**config.mk**
```make
export PLATFORM = sky130hd
export DESIGN_NAME = action_command_scheduler
export DESIGN_NICKNAME = d
export VERILOG_FILES = /design/src/acs_pkg.sv /design/src/action_command_scheduler.sv
export VERILOG_INCLUDE_DIRS = /design/src /design/src/src
export SDC_FILE = /design/constraint.sdc
export NUM_CORES = 2
export LEC_CHECK = 0
export ABC_AREA = 1
export BUFFER_PORTS_ARGS = -buffer_cell sky130_fd_sc_hd__buf_2
export CAP_MARGIN = 20
export CORE_MARGIN = 8
export CORE_UTILIZATION = 41
export DETAILED_ROUTE_END_ITERATION = 8
export HOLD_SLACK_MARGIN = 0.03
export MAX_ROUTING_LAYER = met4
export PLACE_DENSITY = 0.6
export SYNTH_ARGS = -nofsm -noshare
export SYNTH_HDL_FRONTEND = slang
export SYNTH_SLANG_ARGS = --single-unit
export TNS_END_PERCENT = 100
```
**constraint.sdc**
```tcl
create_clock -name hclk -period 4.26 [get_ports hclk]
set_input_delay 0.426 -clock hclk [delete_from_list [all_inputs] [get_ports hclk]]
set_output_delay 0.426 -clock hclk [all_outputs]
set_load 0.005 [all_outputs]
```
**src/acs_cfg.svh**
```systemverilog
// register offsets, field positions, reset values and timing counts of the action scheduler
// assumes inclusion by its bare name before any use
`ifndef ACS_CFG_SVH
`define ACS_CFG_SVH
`define ACS_OFS_CTRL 12'h000
`define ACS_OFS_STATUS 12'h004
`define ACS_OFS_GKEY 12'h008
`define ACS_OFS_GMASK 12'h00c
`define ACS_OFS_DKEY 12'h010
`define ACS_OFS_SEL 12'h014
`define ACS_OFS_QDEPTH 12'h018
`define ACS_OFS_EVT 12'h01c
`define ACS_OFS_EVT_MASK 12'h020
`define ACS_OFS_NOTE_EN 12'h024
`define ACS_OFS_TIME_LO 12'h028
`define ACS_OFS_TIME_HI 12'h02c
`define ACS_OFS_OFFSET 12'h030
`define ACS_OFS_DELAY 12'h034
`define ACS_OFS_BEST 12'h038
`define ACS_OFS_LOCAL 12'h03c
`define ACS_OFS_LOCAL_MAC 12'h040
`define ACS_OFS_SYNC_TOL 12'h044
`define ACS_OFS_TIME_INC 12'h048
`define ACS_CTRL_PTP_EN 0
`define ACS_STAT_READY 0
`define ACS_STAT_SLAVE 1
`define ACS_EVT_LATE 0
`define ACS_EVT_EXP 1
`define ACS_EVT_DROP 2
`define ACS_EVT_SYNC 3
`define ACS_EVT_OVF 4
`define ACS_RST_ZERO32 32'h0000_0000
`define ACS_RST_ONE32 32'h0000_0001
`define ACS_RST_INC 32'h0000_0005
`define ACS_RST_TOL 32'h0000_0064
`define ACS_RST_ACC 8'hff
`define ACS_SYNC_PERIOD_NS 1000000
`define ACS_CLK_NS 5
`endif

```
**src/acs_pkg.sv**
```systemverilog
// types shared by the action command scheduler
// assumes acs_cfg.svh for numbers
package acs_pkg;
   typedef struct packed {
      logic [31:0] device_key;
      logic [31:0] group_key;
      logic [31:0] group_mask;
      logic [31:0] action_index;
      logic has_time;
      logic [63:0] exec_time;
   } action_cmd_t;
   typedef struct packed {
      logic [7:0] accuracy;
      logic [47:0] mac;
   } clock_qual_t;
   typedef struct packed {
      logic [63:0] t1;
      logic [63:0] t2;
      logic [63:0] t3;
      logic [63:0] t4;
   } sync_stamps_t;
   typedef enum logic [1:0] {
      PTP_OFF,
      PTP_LISTEN,
      PTP_SLAVE,
      PTP_MASTER
   } ptp_state_t;
endpackage

```
**src/action_command_scheduler.sv**
```systemverilog
// action command filter, timed scheduler and precision time slave with an ahb-lite register file
// assumes one clock hclk, async active-low reset, a mac that delivers decoded commands,
// announce qualities and end-to-end sync stamps as one-cycle strobes on hclk
//
// Notes on behaviour
// - act only when group keys match
// - require nonzero AND of 32-bit group masks
// - single action entry, index zero only
// - queue timed commands, report queue depth
// - hold programmable device key value
// - timed command exposes when local time reaches
// - untimed command exposes on receipt
// - ready for scheduled commands only once synchronized
// - time sync runs only while enabled
// - precision time protocol version 2 behaviour
// - best master election, best accuracy wins
// - accuracy tie broken by smallest mac
// - end-to-end stamps give path delay
// - slave corrects local clock by offset
// - periodic sync exchange corrects drift
// - notify selected event only when enabled
//
// The AHB-Lite slave port and the register offsets were decided locally.
`include "acs_cfg.svh"
`timescale 1ns/1ps
`default_nettype none
module action_command_scheduler #(
   parameter int QUEUE_DEPTH = 4,
   parameter int SYNC_PERIOD_CYC = `ACS_SYNC_PERIOD_NS / `ACS_CLK_NS
) (
   // clock, reset, enable
   input wire logic hclk,
   input wire logic hresetn,
   input wire logic clk_en,
   // ahb-lite slave
   input wire logic hsel,
   input wire logic [11:0] haddr,
   input wire logic [1:0] htrans,
   input wire logic hwrite,
   input wire logic [2:0] hsize,
   input wire logic [31:0] hwdata,
   input wire logic hready,
   output logic [31:0] hrdata,
   output logic hreadyout,
   output logic hresp,
   // received action command
   input wire logic cmd_valid,
   input wire acs_pkg::action_cmd_t cmd,
   // received announce from a peer clock
   input wire logic announce_valid,
   input wire acs_pkg::clock_qual_t announce,
   // end-to-end sync stamps, one exchange per strobe
   input wire logic stamps_valid,
   input wire acs_pkg::sync_stamps_t stamps,
   // outputs
   output logic exposure_start,
   output logic sync_request,
   output logic notify_valid,
   output logic [4:0] notify_events,
   output logic irq
);
   localparam int QW = $clog2(QUEUE_DEPTH + 1);
   localparam int PW = $clog2(SYNC_PERIOD_CYC + 1);

   typedef struct packed {
      logic ptp_en;
      logic [31:0] group_key;
      logic [31:0] group_mask;
      logic [31:0] device_key;
      logic [31:0] evt_mask;
      logic [31:0] note_en;
      logic [31:0] sync_tol;
      logic [31:0] time_inc;
      logic [7:0] local_acc;
      logic [47:0] local_mac;
      logic [4:0] evt;
      logic [63:0] now;
      logic [63:0] offset;
      logic [63:0] delay;
      acs_pkg::clock_qual_t best;
      acs_pkg::ptp_state_t ptp;
      logic synced;
      logic [PW-1:0] period_cnt;
      logic [QUEUE_DEPTH-1:0] qv;
      logic [QUEUE_DEPTH-1:0][63:0] qt;
      logic [QW-1:0] qdepth;
      logic ap_valid;
      logic ap_write;
      logic [11:0] ap_addr;
      logic [31:0] rdata;
      logic expose;
      logic sync_req;
      logic note_v;
      logic [4:0] note_e;
      logic irq;
   } state_t;

   state_t q, d;
   logic [4:0] evt_set;
   logic [QUEUE_DEPTH-1:0] fire;
   logic [QUEUE_DEPTH-1:0] free_oh;
   logic cmd_ok;
   logic [63:0] off_calc;
   logic [63:0] dly_calc;
   logic [63:0] abs_off;
   logic better;
   logic [QW-1:0] depth_cnt;

   // =====================================================
   // command filter
   always_comb begin
      cmd_ok = cmd_valid &&
               (cmd.device_key == q.device_key) &&
               (cmd.group_key == q.group_key) &&
               ((cmd.group_mask & q.group_mask) != `ACS_RST_ZERO32) &&
               (cmd.action_index == `ACS_RST_ZERO32);
   end

   // =====================================================
   // queue slots: fire and free search
   generate
      for (genvar i = 0; i < QUEUE_DEPTH; i++) begin : g_slot
         assign fire[i] = q.qv[i] && (q.now >= q.qt[i]);
         if (i == 0) begin : g_first
            assign free_oh[i] = !q.qv[i];
         end else begin : g_rest
            assign free_oh[i] = !q.qv[i] && (q.qv[i-1:0] == '1);
         end
      end
   endgenerate

   always_comb begin
      depth_cnt = '0;
      for (int i = 0; i < QUEUE_DEPTH; i++) begin
         depth_cnt = depth_cnt + QW'(q.qv[i] && !fire[i]);
      end
   end

   // =====================================================
   // end-to-end offset and delay
   always_comb begin
      // delay = ((t2-t1)+(t4-t3))/2, offset = ((t2-t1)-(t4-t3))/2
      dly_calc = ((stamps.t2 - stamps.t1) + (stamps.t4 - stamps.t3)) >>> 1;
      off_calc = 64'($signed((stamps.t2 - stamps.t1) - (stamps.t4 - stamps.t3)) >>> 1);
      abs_off = off_calc[63] ? (~off_calc + 64'h0000_0000_0000_0001) : off_calc;
      better = (announce.accuracy < q.best.accuracy) ||
               ((announce.accuracy == q.best.accuracy) && (announce.mac < q.best.mac));
   end

   // =====================================================
   // next state
   always_comb begin
      d = q;
      evt_set = '0;
      d.expose = 1'b0;
      d.sync_req = 1'b0;
      d.note_v = 1'b0;
      d.note_e = '0;
      d.now = q.now + {32'h0000_0000, q.time_inc};
      // scheduled commands fire
      if (fire != '0) begin
         d.expose = 1'b1;
         evt_set[`ACS_EVT_EXP] = 1'b1;
      end
      d.qv = q.qv & ~fire;
      // accepted commands; failed ones leave everything untouched
      if (cmd_ok) begin
         if (!cmd.has_time) begin
            d.expose = 1'b1;
            evt_set[`ACS_EVT_EXP] = 1'b1;
         end else if (!q.synced) begin
            evt_set[`ACS_EVT_DROP] = 1'b1;
         end else if (cmd.exec_time <= q.now) begin
            d.expose = 1'b1;
            evt_set[`ACS_EVT_LATE] = 1'b1;
         end else if (free_oh == '0) begin
            evt_set[`ACS_EVT_OVF] = 1'b1;
         end else begin
            for (int i = 0; i < QUEUE_DEPTH; i++) begin
               if (free_oh[i]) begin
                  d.qv[i] = 1'b1;
                  d.qt[i] = cmd.exec_time;
               end
            end
         end
      end
      d.qdepth = depth_cnt + QW'((d.qv & ~(q.qv & ~fire)) != '0);
      // time protocol
      if (!q.ptp_en) begin
         d.ptp = acs_pkg::PTP_OFF;
         d.synced = 1'b0;
         d.period_cnt = '0;
      end else begin
         if (q.ptp == acs_pkg::PTP_OFF) begin
            d.ptp = acs_pkg::PTP_LISTEN;
            d.best = {q.local_acc, q.local_mac};
         end
         if (announce_valid && better) begin
            d.best = announce;
            d.ptp = acs_pkg::PTP_SLAVE;
            d.synced = 1'b0;
         end else if (q.best == {q.local_acc, q.local_mac} && q.ptp == acs_pkg::PTP_LISTEN) begin
            d.ptp = acs_pkg::PTP_MASTER;
            d.synced = 1'b1;
         end
         if (q.period_cnt == PW'(SYNC_PERIOD_CYC - 1)) begin
            d.period_cnt = '0;
            d.sync_req = (q.ptp == acs_pkg::PTP_SLAVE);
         end else begin
            d.period_cnt = q.period_cnt + PW'(1);
         end
         if (stamps_valid && q.ptp == acs_pkg::PTP_SLAVE) begin
            d.delay = dly_calc;
            d.offset = off_calc;
            d.now = q.now - off_calc + {32'h0000_0000, q.time_inc};
            if (abs_off <= {32'h0000_0000, q.sync_tol}) begin
               if (!q.synced) begin
                  evt_set[`ACS_EVT_SYNC] = 1'b1;
               end
               d.synced = 1'b1;
            end else begin
               d.synced = 1'b0;
            end
         end
      end
      // register bus data phase
      d.rdata = '0;
      if (q.ap_valid && q.ap_write) begin
         case (q.ap_addr)
            `ACS_OFS_CTRL: d.ptp_en = hwdata[`ACS_CTRL_PTP_EN];
            `ACS_OFS_GKEY: d.group_key = hwdata;
            `ACS_OFS_GMASK: d.group_mask = hwdata;
            `ACS_OFS_DKEY: d.device_key = hwdata;
            `ACS_OFS_EVT_MASK: d.evt_mask = hwdata;
            `ACS_OFS_NOTE_EN: d.note_en = hwdata;
            `ACS_OFS_SYNC_TOL: d.sync_tol = hwdata;
            `ACS_OFS_TIME_INC: d.time_inc = hwdata;
            `ACS_OFS_LOCAL: d.local_acc = hwdata[7:0];
            `ACS_OFS_LOCAL_MAC: d.local_mac[31:0] = hwdata;
            default: d.rdata = '0;
         endcase
      end
      // sticky events: set wins over write-one-clear
      if (q.ap_valid && q.ap_write && q.ap_addr == `ACS_OFS_EVT) begin
         d.evt = (q.evt & ~hwdata[4:0]) | evt_set;
      end else begin
         d.evt = q.evt | evt_set;
      end
      // notifications for enabled events only
      if ((evt_set & q.note_en[4:0]) != '0) begin
         d.note_v = 1'b1;
         d.note_e = evt_set & q.note_en[4:0];
      end
      d.irq = (d.evt & d.evt_mask[4:0]) != '0;
      // address phase capture and read data
      d.ap_valid = hsel && hready && htrans[1];
      d.ap_write = hwrite;
      d.ap_addr = haddr;
      if (hsel && hready && htrans[1] && !hwrite) begin
         case (haddr)
            `ACS_OFS_CTRL: d.rdata = {31'h0000_0000, q.ptp_en};
            `ACS_OFS_STATUS: d.rdata = {30'h0000_0000, q.ptp == acs_pkg::PTP_SLAVE, q.synced};
            `ACS_OFS_GKEY: d.rdata = q.group_key;
            `ACS_OFS_GMASK: d.rdata = q.group_mask;
            `ACS_OFS_DKEY: d.rdata = q.device_key;
            `ACS_OFS_SEL: d.rdata = `ACS_RST_ZERO32;
            `ACS_OFS_QDEPTH: d.rdata = 32'(q.qdepth);
            `ACS_OFS_EVT: d.rdata = {27'h000_0000, q.evt};
            `ACS_OFS_EVT_MASK: d.rdata = q.evt_mask;
            `ACS_OFS_NOTE_EN: d.rdata = q.note_en;
            `ACS_OFS_TIME_LO: d.rdata = q.now[31:0];
            `ACS_OFS_TIME_HI: d.rdata = q.now[63:32];
            `ACS_OFS_OFFSET: d.rdata = q.offset[31:0];
            `ACS_OFS_DELAY: d.rdata = q.delay[31:0];
            `ACS_OFS_BEST: d.rdata = {24'h00_0000, q.best.accuracy};
            `ACS_OFS_LOCAL: d.rdata = {24'h00_0000, q.local_acc};
            `ACS_OFS_LOCAL_MAC: d.rdata = q.local_mac[31:0];
            `ACS_OFS_SYNC_TOL: d.rdata = q.sync_tol;
            `ACS_OFS_TIME_INC: d.rdata = q.time_inc;
            default: d.rdata = '0;
         endcase
      end
   end

   // =====================================================
   // state register
   always_ff @(posedge hclk or negedge hresetn) begin
      if (!hresetn) begin
         q <= '0;
         q.group_mask <= `ACS_RST_ZERO32;
         q.time_inc <= `ACS_RST_INC;
         q.sync_tol <= `ACS_RST_TOL;
         q.local_acc <= `ACS_RST_ACC;
         q.best <= '1;
         q.ptp <= acs_pkg::PTP_OFF;
      end else if (clk_en) begin
         q <= d;
      end
   end

   // =====================================================
   // outputs
   always_comb begin
      hrdata = q.rdata;
      hreadyout = 1'b1;
      hresp = 1'b0;
      exposure_start = q.expose;
      sync_request = q.sync_req;
      notify_valid = q.note_v;
      notify_events = q.note_e;
      irq = q.irq;
   end
endmodule
`default_nettype wire

```
Yosys cells after proc, flatten, opt, wreduce, memory -nomap -nowiden
Cells that the tools add are included.

cells by class
  add/subtract/negate cells = 13
  magnitude comparators = 8
  eq/ne operators = 38
  mux-type cells = 56
  bitwise logic cells = 15
  reduce and logical (&&, ||, !) cells = 63

operator list
  kind                     number
  $mux W260                5
  $pmux W32 S18            1
  $mux W64                 5
  $ge A64 B64 Y1           4
  $sub A64 B64 Y64         4
  $mux W248                1
  $mux W192                1
  $eq A12 B6 Y1 const B    11
  $add A64 B32 Y64         2
  $mux W32                 4
  $mux W109                1
  $eq A12 B7 Y1 const B    6
  $add A64 B1 Y64 const B  1
  $add A64 B64 Y64         1
  $eq A32 B32 Y1           2
  $le A64 B32 Y1           1
  $le A64 B64 Y1           1
  $not A64 Y64             1
  $eq A12 B5 Y1 const B    5
  $mux W58                 1
  $eq A56 B56 Y1           1
  $mux W56                 1
  $eq A12 B4 Y1 const B    4
  $lt A48 B48 Y1           1
  other kinds (40)         128

word-level totals
  bits in registers = 855
  bits of input ports = 563
  logic and storage cells = 228

Logic depth before layout (Yosys ltp)
  depth after elaboration = 13
  depth in mapped cells = 59

Least setup slack after synthesis
Ideal clock, no wire load.

  path type = input -> register
  start = input stamps[0] (netlist bit)
  end = register q (netlist bit irq)
  arrival time = 7.138 ns
  required time = 4.195 ns
  path slack = -2.943 ns
  cell stages on the path = 52
  buffers on the path = 3
  cells stage by stage = inv_1 > ha_1 > fa_1 > inv_1 > nand3_1 > nand2_1 > a21oi_1 > o21ai_1 > nand2_1 > nand2_1 > nand2_1 > nand2_1 > a21oi_1 > o21ai_1 > a21boi_0 > o21ai_0 > a21boi_2 > o21bai_1 > [... 16 more ...] > o41ai_1 > xor2_1 > ha_1 > nand2_1 > nor2_1 > nand4_1 > nor4b_1 > nand3_1 > nand2_1 > a21boi_1 > nand3_1 > nor2_1 > nand2_1 > nor2_1 > nand3_1 > nand2_1 > nand2_1 > nand2_1

on the way
  word-level cells in the longest chain between the ends = 13
  elaborated cells on any way between the ends = 14
  those cells by class = add/sub: 3; order compare: 1; mux: 5; bitwise: 4; reduce/logical: 1

RTL lines
  element                                 line                                                              source
  start: declaration                      action_command_scheduler.sv:54                                    input wire acs_pkg::sync_stamps_t stamps,
  $sub A64 B64 Y64 * (2 in series)        action_command_scheduler.sv:144                                   off_calc = 64'($signed((stamps.t2 - stamps.t1) - (stamps.t4 - stamps.t3)) >>> 1);
  $not A64 Y64                            action_command_scheduler.sv:145                                   abs_off = off_calc[63] ? (~off_calc + 64'h0000_0000_0000_0001) : off_calc;
  $add A64 B1 Y64                         action_command_scheduler.sv:145
  $mux W64 *                              action_command_scheduler.sv:145
  $le A64 B32 Y1 *                        action_command_scheduler.sv:216                                   if (abs_off <= {32'h0000_0000, q.sync_tol}) begin
  $mux W1 *                               action_command_scheduler.sv:216
  $mux W1 *                               action_command_scheduler.sv:212                                   if (stamps_valid && q.ptp == acs_pkg::PTP_SLAVE) begin
  $mux W1 *                               action_command_scheduler.sv:189                                   if (!q.ptp_en) begin
  $or A5 B5 Y5, on equally long branches  action_command_scheduler.sv:247, action_command_scheduler.sv:245
  $mux W5 *                               action_command_scheduler.sv:244                                   if (q.ap_valid && q.ap_write && q.ap_addr == `ACS_OFS_EVT) begin
  $and A5 B5 Y5 *                         action_command_scheduler.sv:254                                   d.irq = (d.evt & d.evt_mask[4:0]) != '0;
  $reduce_bool A5 Y1 *                    action_command_scheduler.sv:254
  end: declaration                        action_command_scheduler.sv:98                                    state_t q, d;

Every way passes the cells marked *; elsewhere a longest branch is shown, timed or not.
A chain may end at the register's enable or synchronous reset.

Final worst setup path
  start = input stamps[128] (netlist bit)
  end = register q[590] (netlist bit)

on the way
  word-level cells in the longest chain between the ends = 11
  elaborated cells on any way between the ends = 12
  those cells by class = add/sub: 3; order compare: 1; mux: 5; bitwise: 3

RTL lines
  element                                 line
  $sub A64 B64 Y64 * (2 in series)        action_command_scheduler.sv:144
  $not A64 Y64                            action_command_scheduler.sv:145
  $add A64 B1 Y64                         action_command_scheduler.sv:145
  $mux W64 *                              action_command_scheduler.sv:145
  $le A64 B32 Y1 *                        action_command_scheduler.sv:216
  $mux W1 *                               action_command_scheduler.sv:216
  $mux W1 *                               action_command_scheduler.sv:212
  $mux W1 *                               action_command_scheduler.sv:189
  $or A5 B5 Y5, on equally long branches  action_command_scheduler.sv:247, action_command_scheduler.sv:245
  $mux W5 *                               action_command_scheduler.sv:244

Marks and branches as above.

==> results.ini <==
[yosys]
syn_area_um2 = 72200
muxShareOfSynthArea = 0.000572
syn-num-nets = 12012
synth_edf_count = 0
ys_seq_area_frac = 0.276
synth_xor_area_frac = 0.0290
ys_seq_elements = 793
synth_top_family_by_area = simple AND/OR/NAND/NOR gates
synth.distinct_cells = 74
synth.avg_cell_area_um2 = 6.78
yosysWarnings = 0
synthAdderAreaFrac = 0.142
synth-async-reset-ratio = 1.00
synth_compound_area_frac = 0.179
synthCells = 10654
synth-simple-area-share = 0.249
synth_ff_type = dfrtp_1

[sta]
worst_slack_ns = -2.09
worstMarginPinSlew_ns = 1.18
whs_ns = 0.0789
rsz0062_at_grt = yes
setup_viol = 61
max_clock_freq_mhz = 157
timing.final.crit_share = 1.49
period_minus_slack_ns = 6.35
drv_slew = 0
fin_skew_ns = 0.0547
hold_viol = 0
slew_headroom = 0.209

[setup_path]
cp.arrival_ns = 7.03
critical_path_required_ns = 4.94
cp_max_fo = 8
crit_slowest_cell = fa_2
max_stage_delay_ns = 0.36
crit_type = in -> reg
start_kind = primary input
path_common_cell = nand2_1
endpoint_kind = register

[final_layout]
drive_above_1_share = 0.293
layout_common_cells = 2249 x nand2_1, 1963 x buf_4, 1875 x inv_1, 778 x o21ai_0, 735 x nor2_1
syn2layout_area_growth_pct = 41.9
multi_input_area_um2 = 47900
fill_cells = 16724
layout_commonest_cell = nand2_1
finalCoreUtilization = 0.584
regArea_um2 = 19900
finalInstanceArea_um2 = 102000
stdcell_count = 15709
nets = 14630

[place]
io_buffers = 599
post_dp_cell_area_um2 = 92900
dpl.cell_count = 15221
place_hpwl_um = 294000
finalWeightedCongestion = 1.03

[outcome]
outcome = finished, violations left
violations = setup timing

[clock_tree]
cts_num_sinks = 793
cts_root_buffer = clkbuf_16
clkSlewWorstSetupHoldPaths_ns = 0.06
cts_buffers = 95
tritoncts = yes
cts_htree_levels = 3
clk_latency_ns = 0.77
cts.path.max_buffers = 3

[pwr]
p_per_area_nw_per_um2 = 654
finalPower_mw = 67.1
p_leak_nw = 52.4
vdd_drop_max_v = 0.000426

[detailed_routing]
drtIter0Drc = 7692
firstDrtPassIters = 6
wl_per_cell_um = 22.4
route.vias.total = 83759
drc_errors = 0
highest_layer = met4
routed_wl_um = 352000
wl_met3_um = 27400
viasPerCell = 5.33
wirelength_met1_um = 153000
ant_nets = 0
wl_met2_um = 155000

[global_routing]
grt_first_pass_wirelength_um = 514000
grt_pass1_vias = 82306
grtUsageTotal = 0.362
overflow = 0
antenna_found_initial = 13
grt_max_degree = 173

[floorplanning]
die_area_um2 = 190000
start_util = 0.411
die_y_um = 436
core_area_um2 = 176000
io_pins = 606
rows = 154
die_x_um = 436

[worst_hold_path]
hold_path.class = in -> reg

[job]
maxCapViolations = 0

[per-layer routing]
| layer | vias to the layer above | global-route usage |
|---|---|---|
| met5 | - | - |
| met4 | 0 | 0.139 |
| met3 | 641 | 0.0684 |
| met2 | 3211 | 0.559 |
| met1 | 39776 | 0.472 |
| li1 | 40131 | - |
[per-stage QoR]
step                      setup TNS, ns  worst slack [ns]
after floorplan                  -78.67             -2.27
after global placement          -176.26             -3.41
after detailed placement        -180.13             -3.39
after CTS                        -86.45             -2.02
after global routing            -112.17             -2.54
final                            -91.72             -2.09
[worst paths after layout]
check	startpoint	end	slack, ns	cells after the start
setup / recovery	stamps[128]	q[590]$_DFFE_PN0P_	-2.09	51
hold / removal	hready	q[54]$_DFFE_PN0P_	0.08	3
setup reg to reg	q[586]$_DFFE_PN0P_	q[56]$_DFFE_PN0P_	0.01	18
hold reg to reg	q[41]$_DFFE_PN0P_	q[41]$_DFFE_PN0P_	0.48	2
max in group asynchronous	hresetn	q[173]$_DFFE_PN0P_	2.85	3
min in group asynchronous	hresetn	q[329]$_DFFE_PN0P_	0.31	2
[Yosys cell counts (23+ instances only)]
library cell,number,area [um^2]
buf_1,23,86.3
nand2_2,52,325
dfrtp_1,724,18100
o21ai_1,28,140
xor2_1,167,1460
a221oi_1,81,709
o21a_1,24,180
o21ai_0,881,4410
nor2_2,35,219
o211ai_1,79,593
buf_2,32,160
a2111oi_0,28,245
a211oi_1,27,203
a31oi_1,92,576
inv_2,32,120
inv_1,1967,7380
nor4_1,89,557
ha_1,756,9460
clkbuf_1,172,646
or2_2,49,307
nand4_1,160,1000
o22ai_1,61,382
dfstp_2,69,1810
o21bai_1,27,203
xnor2_1,72,631
nand2_1,2404,9020
nand3_1,430,2150
a21oi_1,749,3750
nor3_1,107,536
nor2_1,854,3210
buf_4,53,398
o221ai_1,42,368
fa_1,39,781
[logic make-up after synthesis]
group	after synthesis
AO/OA/AOI/OAI	2260
XOR/XNOR	239
adder cells (fa/ha/maj)	795
buffers and inverters	2304
flip-flops	793
multiplexers	4
other	2
AND/OR/NAND/NOR	4257
[power breakdown]
group	total, mW	switching, mW	internal [mW]
registers	9.84	1.22	8.62
logic	48.5	26.8	21.6
clock network	8.75	3.67	5.08
[critical path, delay by kind of cell]
kind,cells,cell delay (ns)
fa+ha+maj,4,1.04
simple gates,18,1.52
compound gates,18,2.65
xor+xnor,2,0.30
buf+inv,9,1.07
[sequential cells by signal, indices dropped and copies added, names as in the netlist]
register	flops
notify_events	5
sync_request	1
irq	1
exposure_start	1
notify_valid	1
q	752
hrdata	32
[cell type report]
| type | instances | share of cell area |
|---|---|---|
| Tap cell | 2340 | 0.0286 |
| Multi-Input combinational cell | 7557 | 0.468 |
| Clock inverter | 39 | 0.00499 |
| Sequential cell | 793 | 0.195 |
| Inverter | 2016 | 0.0743 |
| Timing Repair Buffer | 2809 | 0.202 |
| Antenna cell | 17 | 0.000415 |
| Clock buffer | 138 | 0.0273 |
[repair_timing]
action	4_1_cts	5_1_grt
hold endpoints to repair	399	0
setup buffers	119	30
hold buffers	157	0
pin swaps	222	69
endpoints found under the setup margin	168	112
gates cloned	1	0
gates resized for setup	635	201
Note: power is estimated with default switching activity, not from simulation.
